`src/pkg/acrs_pkg.sv`:
```
// Register map, field positions and timing constants of the clock/reference block
package acrs_pkg;
  // Register indices; byte address is four times the index
  localparam logic [7:0]  IDX_MODE      = 8'h01;
  localparam logic [7:0]  IDX_SETUP0    = 8'h20;
  localparam logic [7:0]  IDX_STATUS    = 8'h03;
  localparam logic [9:0]  ADDR_MODE     = {IDX_MODE, 2'b00};
  localparam logic [9:0]  ADDR_SETUP0   = {IDX_SETUP0, 2'b00};
  localparam logic [9:0]  ADDR_STATUS   = {IDX_STATUS, 2'b00};
  // Reset values and writable bits
  localparam logic [15:0] MODE_RST      = 16'h2000;
  localparam logic [15:0] MODE_MASK     = 16'hA77C;
  localparam logic [15:0] SETUP0_RST    = 16'h1000;
  localparam logic [15:0] SETUP0_MASK   = 16'h1FF0;
  // Field positions
  localparam int          MODE_REFEN    = 15;
  localparam int          MODE_SCYC     = 13;
  localparam int          MODE_CSEL_LO  = 2;
  localparam int          SET_BIPOL     = 12;
  localparam int          SET_REFBUF_LO = 10;
  localparam int          SET_AINBUF_LO = 8;
  localparam int          SET_BURNOUT   = 7;
  localparam int          SET_CHOPMAX   = 6;
  localparam int          SET_REFSEL_LO = 4;
  // Reference selections
  localparam logic [1:0]  REFSEL_EXT    = 2'h0;
  // Timing: internal oscillator derived from ref_clk
  localparam int          REF_CLK_MHZ   = 250;
  localparam int          MCLK_MHZ      = 2;
  localparam int          OSC_DIV       = REF_CLK_MHZ / MCLK_MHZ;
  localparam int          OSC_HIGH      = OSC_DIV / 2;
  localparam int          XTAL_DIV      = 8;
  localparam int          XTAL_HALF     = XTAL_DIV / 2;
  // Clock sources
  typedef enum logic [1:0]
  {
    SRC_INT     = 2'b00,
    SRC_INT_OUT = 2'b01,
    SRC_EXT     = 2'b10,
    SRC_XTAL    = 2'b11
  } acrs_src_t;
endpackage

```
`src/hw/acrs_top.sv`:
```
// Master clock source selection and reference control with AHB-Lite registers
//
// The AHB-Lite register port was chosen for this implementation.
`timescale 1ns/1ps
`default_nettype none
// Summary of operation
// - Per-setup two-bit field picks reference; external reference after reset.
// - Internal reference is off after reset; on when enable bit written one.
// - Enable bit set drives buffered 2.5 V reference onto reference output.
// - Converter core runs from 2 MHz master clock for internal and crystal sources; external source sets its own rate.
// - Mode register field selects clock source; internal oscillator after reset.
// - Crystal source: 16 MHz crystal divided internally to 2 MHz.
// - External source: clock enters shared pin and is routed to modulator.
// - Option drives internal oscillator clock out on shared clock pin.
// - Output rates scale with master clock frequency.
// - Max-chop bit of active setup raises input buffer chop rate.
module acrs_top
  import acrs_pkg::*;
(
  // Clock and reset
  input  wire logic        ref_clk,
  input  wire logic        rst_n,
  // AHB-Lite slave
  input  wire logic        hsel,
  input  wire logic [31:0] haddr,
  input  wire logic [1:0]  htrans,
  input  wire logic        hwrite,
  input  wire logic [2:0]  hsize,
  input  wire logic [31:0] hwdata,
  input  wire logic        hready,
  output logic      [31:0] hrdata,
  output logic             hreadyout,
  output logic             hresp,
  // Clock pins
  input  wire logic        crystalIn,
  input  wire logic        sharedClkIn,
  output logic             sharedClkOut,
  output logic             sharedClkOe_n,
  // Converter core controls
  output logic             masterClk,
  output logic             modulatorTick,
  output logic             refOutEnable,
  output logic [1:0]       refSelect,
  output logic             bufChopMax,
  output logic             singleCycle,
  output logic [1:0]       ainBufEnable,
  output logic [1:0]       refBufEnable,
  output logic             bipolar,
  output logic             burnoutEnable
);

  logic [1:0]  rstSync;
  logic        rstN;
  logic [15:0] modeReg;
  logic [15:0] setupReg;
  logic        wrPend;
  logic [9:0]  wrAddr;
  logic [1:0]  xtalSync;
  logic [1:0]  extSync;
  logic        xtalPrev;
  logic [1:0]  xtalCnt;
  logic        xtalDiv;
  logic [6:0]  oscCnt;
  logic        intClk;
  acrs_src_t   activeSrc;

  // Reset release through two flops
  always_ff @(posedge ref_clk or negedge rst_n)
  begin
    if (!rst_n)
      rstSync <= 2'b00;
    else
      rstSync <= {rstSync[0], 1'b1};
  end
  assign rstN = rstSync[1];

  // Bus decode
  wire        addrPhase   = hsel && htrans[1] && hready;
  wire        hitMode     = wrAddr == ADDR_MODE;
  wire        hitSetup    = wrAddr == ADDR_SETUP0;
  wire [15:0] next_mode   = (wrPend && hitMode)
                            ? (hwdata[15:0] & MODE_MASK) : modeReg;
  wire [15:0] next_setup  = (wrPend && hitSetup)
                            ? (hwdata[15:0] & SETUP0_MASK) : setupReg;
  wire        isPending   = acrs_src_t'(modeReg[MODE_CSEL_LO +: 2])
                            != activeSrc;
  wire [15:0] statusWord  = {12'h000, isPending, masterClk, activeSrc};
  wire [9:0]  rdAddr      = haddr[9:0];
  wire [15:0] readMux;

  // Reads see a write still in its data phase
  assign readMux = (haddr[31:10] != 22'h000000) ? 16'h0000 :
                   (rdAddr == ADDR_MODE)   ? next_mode :
                   (rdAddr == ADDR_SETUP0) ? next_setup :
                   (rdAddr == ADDR_STATUS) ? statusWord : 16'h0000;

  always_ff @(posedge ref_clk or negedge rstN)
  begin
    if (!rstN)
    begin
      wrPend    <= 1'b0;
      wrAddr    <= 10'h000;
      hrdata    <= 32'h00000000;
      hreadyout <= 1'b1;
      hresp     <= 1'b0;
    end
    else
    begin
      wrPend    <= addrPhase && hwrite && (haddr[31:10] == 22'h000000);
      wrAddr    <= haddr[9:0];
      hreadyout <= 1'b1;
      hresp     <= 1'b0;
      if (addrPhase && !hwrite)
        hrdata <= {16'h0000, readMux};
    end
  end

  // Register file
  always_ff @(posedge ref_clk or negedge rstN)
  begin
    if (!rstN)
    begin
      modeReg  <= MODE_RST;
      setupReg <= SETUP0_RST;
    end
    else
    begin
      modeReg  <= next_mode;
      setupReg <= next_setup;
    end
  end

  // Static controls towards the converter core
  always_ff @(posedge ref_clk or negedge rstN)
  begin
    if (!rstN)
    begin
      refOutEnable  <= 1'b0;
      refSelect     <= REFSEL_EXT;
      bufChopMax    <= 1'b0;
      singleCycle   <= 1'b1;
      ainBufEnable  <= 2'b00;
      refBufEnable  <= 2'b00;
      bipolar       <= 1'b1;
      burnoutEnable <= 1'b0;
    end
    else
    begin
      refOutEnable  <= modeReg[MODE_REFEN];
      refSelect     <= setupReg[SET_REFSEL_LO +: 2];
      bufChopMax    <= setupReg[SET_CHOPMAX];
      singleCycle   <= modeReg[MODE_SCYC];
      ainBufEnable  <= setupReg[SET_AINBUF_LO +: 2];
      refBufEnable  <= setupReg[SET_REFBUF_LO +: 2];
      bipolar       <= setupReg[SET_BIPOL];
      burnoutEnable <= setupReg[SET_BURNOUT];
    end
  end

  // Pin synchronisers; only stage one reads stage zero
  always_ff @(posedge ref_clk or negedge rstN)
  begin
    if (!rstN)
    begin
      xtalSync <= 2'b00;
      extSync  <= 2'b00;
      xtalPrev <= 1'b0;
    end
    else
    begin
      xtalSync <= {xtalSync[0], crystalIn};
      extSync  <= {extSync[0], sharedClkIn};
      xtalPrev <= xtalSync[1];
    end
  end

  // Internal oscillator: ref_clk divided to 2 MHz
  wire oscWrap = oscCnt == 7'(OSC_DIV - 1);
  always_ff @(posedge ref_clk or negedge rstN)
  begin
    if (!rstN)
    begin
      oscCnt <= 7'h00;
      intClk <= 1'b0;
    end
    else
    begin
      oscCnt <= oscWrap ? 7'h00 : oscCnt + 7'h01;
      intClk <= oscCnt < 7'(OSC_HIGH);
    end
  end

  // Crystal: half period is four crystal rising edges
  wire xtalRise = xtalSync[1] && !xtalPrev;
  always_ff @(posedge ref_clk or negedge rstN)
  begin
    if (!rstN)
    begin
      xtalCnt <= 2'b00;
      xtalDiv <= 1'b0;
    end
    else if (activeSrc != SRC_XTAL)
    begin
      xtalCnt <= 2'b00;
      xtalDiv <= 1'b0;
    end
    else if (xtalRise)
    begin
      xtalCnt <= xtalCnt + 2'b01;
      if (xtalCnt == 2'(XTAL_HALF - 1))
        xtalDiv <= !xtalDiv;
    end
  end

  // Glitch-free source switch: hand over only while master clock is low
  wire acrs_src_t reqSrc = acrs_src_t'(modeReg[MODE_CSEL_LO +: 2]);
  wire selLevel = (activeSrc == SRC_EXT)  ? extSync[1] :
                  (activeSrc == SRC_XTAL) ? xtalDiv : intClk;
  wire reqLevel = (reqSrc == SRC_EXT)  ? extSync[1] :
                  (reqSrc == SRC_XTAL) ? 1'b0 : intClk;
  always_ff @(posedge ref_clk or negedge rstN)
  begin
    if (!rstN)
    begin
      activeSrc     <= SRC_INT;
      masterClk     <= 1'b0;
      modulatorTick <= 1'b0;
    end
    else
    begin
      if (isPending && !masterClk && !reqLevel)
        activeSrc <= reqSrc;
      // A pending switch lets a high phase finish, then parks the clock low
      masterClk     <= isPending ? (masterClk && selLevel)
                                 : selLevel;
      modulatorTick <= !isPending && selLevel && !masterClk;
    end
  end

  // Shared pin drives oscillator clock only in the output option
  always_ff @(posedge ref_clk or negedge rstN)
  begin
    if (!rstN)
    begin
      sharedClkOut  <= 1'b0;
      sharedClkOe_n <= 1'b1;
    end
    else
    begin
      sharedClkOut  <= intClk;
      sharedClkOe_n <= activeSrc != SRC_INT_OUT;
    end
  end
endmodule
`default_nettype wire

```
`config.mk`:
```
export PLATFORM = sky130hd
export DESIGN_NAME = acrs_top
export DESIGN_NICKNAME = d
export VERILOG_FILES = /design/src/pkg/acrs_pkg.sv /design/src/hw/acrs_top.sv
export SDC_FILE = /design/constraint.sdc
export NUM_CORES = 1
export LEC_CHECK = 0
export BUFFER_PORTS_ARGS = -buffer_cell sky130_fd_sc_hd__buf_4
export CORE_UTILIZATION = 38
export DETAILED_ROUTE_END_ITERATION = 16
export GPL_TIMING_DRIVEN = 0
export SLEW_MARGIN = 25
export SYNTH_ARGS = -nofsm -noshare
export SYNTH_HDL_FRONTEND = slang
export SYNTH_SLANG_ARGS = --single-unit
```
`constraint.sdc`:
```
create_clock -name ref_clk -period 3.88 [get_ports ref_clk]
set_clock_uncertainty 0.15 [all_clocks]
set_input_delay 0.582 -clock ref_clk [delete_from_list [all_inputs] [get_ports ref_clk]]
set_output_delay 0.582 -clock ref_clk [all_outputs]
set_load 0.01 [all_outputs]
```
==> results by group <==
GRT
  • Initial antenna violation count: 0
  • Maximum number of pins on one net before global-route repair: 55
  • Vias in the first global route: 2541
  • Overall track demand over capacity in global routing: 15.4%
  • Grt total ovfl: 0
  • Global-route wire length before repair: 12.1 mm

Cells and area
  • Number of standard cells in the final layout excluding fillers: 556
  • Diodes inserted: 0
  • Post-route design area: 4840 um^2
  • Layout net count: 501
  • Share of the core filled with cells in the final layout: 51.4%
  • Share of final-layout standard cells stronger than drive strength 1: 33.3%
  • Layout area overhead: 28.8%
  • Multi-input gate area: 1200 um^2
  • Area occupied by registers: 2360 um^2
  • Filler cell count: 858

Synthesis
  • Post-synth top area cell: dfrtp_1
  • Number of unique standard cell types used by synthesis: 42
  • Most numerous cell types in the synthesized netlist: dfrtp_1, nand2_1, inv_1, buf_4
  • Sequential share of the synthesized area: 62.8%
  • Post-synth top area share: 59.3%
  • Most common cell in the synthesized netlist: dfrtp_1
  • Yosys warns: 0
  • Mean area per synthesized cell: 12.2 um^2
  • Flip-flop and latch count after synthesis: 94
  • Top cells by area in the synthesized netlist: dfrtp_1, buf_4, mux2i_1, dfstp_2, nand2_1
  • Synth async-reset ratio: 100%
  • Number of enable flip-flop cells after synthesis: 0
  • Dominant register cell in the synthesized netlist: dfrtp_1
  • Cell area after synthesis: 3750 um^2
  • Gate count after technology mapping: 309

Run
  • Max capacitance violation total: 0

Worst setup path
  • Worst reg2reg startpoint: wrAddr[0]
  • Worst setup endpoint: hrdata[4]
  • Worst path max stage delay: 0.78 ns
  • Startpoint kind of the worst setup timing path: flip-flop
  • Cells on worst reg2reg path: 5
  • Critical path origin: wrAddr[0]
  • Kind of capture point of the worst setup path: flip-flop
  • Crit-path max FO: 10
  • Critical-path cell with the highest stage delay: nor4_4
  • Type of the setup path with the least slack: reg -> reg
  • Reg-to-reg setup timing slack: 1.04 ns
  • Crit-path cells: or4_1, nor4_4, buf_2, mux2i_1, o211ai_1
  • Capture point of the worst reg-to-reg path: hrdata[4]
  • Worst EP arrival: 2.90 ns
  • Critical path required time: 3.94 ns

Route
  • Post-route DRC violation count: 0
  • WL/cell: 13.2 um
  • Total wirelength of the detailed-routed design: 7.32 mm
  • Routed Antenna Nets: 0
  • Number of DRC markers in iteration 0: 80
  • Total via count after detailed routing: 2497
  • 1st-pass router iterations: 4
  • Post-DR vias/cell: 4.49

Clocking
  • Clock tree from TritonCTS: yes
  • Number of buffers between clock root and the deepest sink: 2
  • Clk sinks: 94
  • Num CTS Buffers: 9
  • Setup Buffers After CTS: 0
  • H-tree Lvls: 3
  • Clock root cell: clkbuf_8
  • Clk_lat worst skew: 0.35 ns
  • Clk slew on worst S/H paths: 0.09 ns

Timing
  • Fraction of the cycle the final worst path needs: 73.1%
  • Endpoints failing setup: 0
  • Fmax: 0.353 GHz
  • Worst hold margin: 0.174 ns
  • Final number of max-transition violations: 0
  • Worst slew margin: 43.0%
  • Count of final hold-check violations: 0
  • RSZ-0062 raised after global routing: no
  • Setup TNS: 0 ns
  • Setup slack of the critical path after layout: 1.04 ns
  • Worst-margin pin slew: 0.849 ns
  • Final min period: 2.84 ns

Placed design
  • Routability Congestion: 0.746
  • Buffers added on ports: 83
  • Detailed placement HPWL: 5.25 mm
  • Area after detailed placement: 4630 um^2
  • Worst setup slack after placement: 0.906 ns
  • Number of placed instances with taps included: 539

Floorplanning
  • Die boundary height: 101 um
  • Die width: 101 um
  • Core area: 9420 um^2
  • Boundary pin count: 125
  • Full die area: 10300 um^2
  • Number of standard-cell rows in the floorplan: 35
  • Initial core utilization: 39.9%

Outcome
  • Result of the run: complete, no violations

Power
  • Leakage dissipation: 2.43 nW
  • Total power divided by cell area: 363 nW/um^2
  • Worst vdd ir: 0.188 mV
  • Power after layout: 1.76 mW

Min path
  • Worst hold path type: reg -> async
[sequential cells by signal, summed over array words and instances (netlist names), 2 cells and up]
register,count
activeSrc,2
ainBufEnable,2
extSync,2
hrdata,16
modeReg,16
oscCnt,7
refBufEnable,2
refSelect,2
rstSync,2
setupReg,16
wrAddr,10
xtalCnt,2
xtalSync,2
[per-layer routing]
layer	global-route usage [%]	share of wire, %	up-vias
li1	-	-	1228
met1	20.8	45	1182
met2	24.1	46	75
met4	6.35	1.9	0
met5	0	0	-
met3	3.31	6.1	12
[where the power goes]
group          switching (mW)  total [mW]  leakage (nW)  internal, mW
clock network           0.335       0.635        0.0858         0.300
registers              0.0143        1.01          1.19         0.998
logic                  0.0447       0.108          1.16        0.0629
[layout make-up]
class	count	area share [%]
timing repair buffer	85	13.7
multi-input combinational	184	24.8
sequential	94	48.8
buffer	27	3.78
inverter	21	1.63
clock inverter	5	1.27
clock buffer	11	2.72
tap	129	3.34
[critical path, delay by kind of cell (launching register included)]
| family | cells | cell delay (ns) |
|---|---|---|
| AND/OR/NAND/NOR | 2 | 1.37 |
| buffers and inverters | 1 | 0.41 |
| AO/OA/AOI/OAI | 1 | 0.13 |
| flip-flops | 1 | 0.37 |
| multiplexers | 1 | 0.27 |
[how the worst min path moves through the flow]
stage                 endpoint  cells past startpoint
3_3_place_gp        extSync[1]                      0
5_1_grt            xtalSync[0]                      1
6_report       ainBufEnable[1]                      0
2_1_floorplan       rstSync[0]                      0
4_1_cts            xtalSync[0]                      1
3_5_place_dp        extSync[1]                      0
[logic make-up after synthesis]
kind of cell	count (synthesis)	synth area share, %
AO/OA/AOI/OAI	33	5.80
XOR/XNOR	8	1.87
adder cells (fa/ha/maj)	3	1.00
buffers and inverters	48	6.96
flip-flops	94	62.8
multiplexers	23	6.43
other	2	0.200
AND/OR/NAND/NOR	98	14.9
[repair_timing]
action | 4_1_cts | 5_1_grt
hold endpoints to repair | 2 | 0
resized for setup | 0 | 0
hold buffers | 1 | 0
[placed cells by master, fill, tap and decap left out, types with 3 or more instances in the layout]
cell type / n
buf_4: 102
dfrtp_1: 88
nand2_1: 29
inv_1: 21
conb_1: 19
nand2b_1: 14
mux2i_1: 14
o21ai_0: 12
nor2_1: 10
mux2_2: 9
clkbuf_8: 9
nand3_1: 8
nor4_1: 8
nor2b_1: 7
clkbuf_1: 7
o211ai_1: 6
dfstp_2: 5
and3_1: 4
xor2_1: 4
xnor2_1: 4
a21o_1: 4
a21oi_1: 3
or3b_2: 3
ha_1: 3
clkinvlp_4: 3
Note: power is estimated with default switching activity, not from simulation.
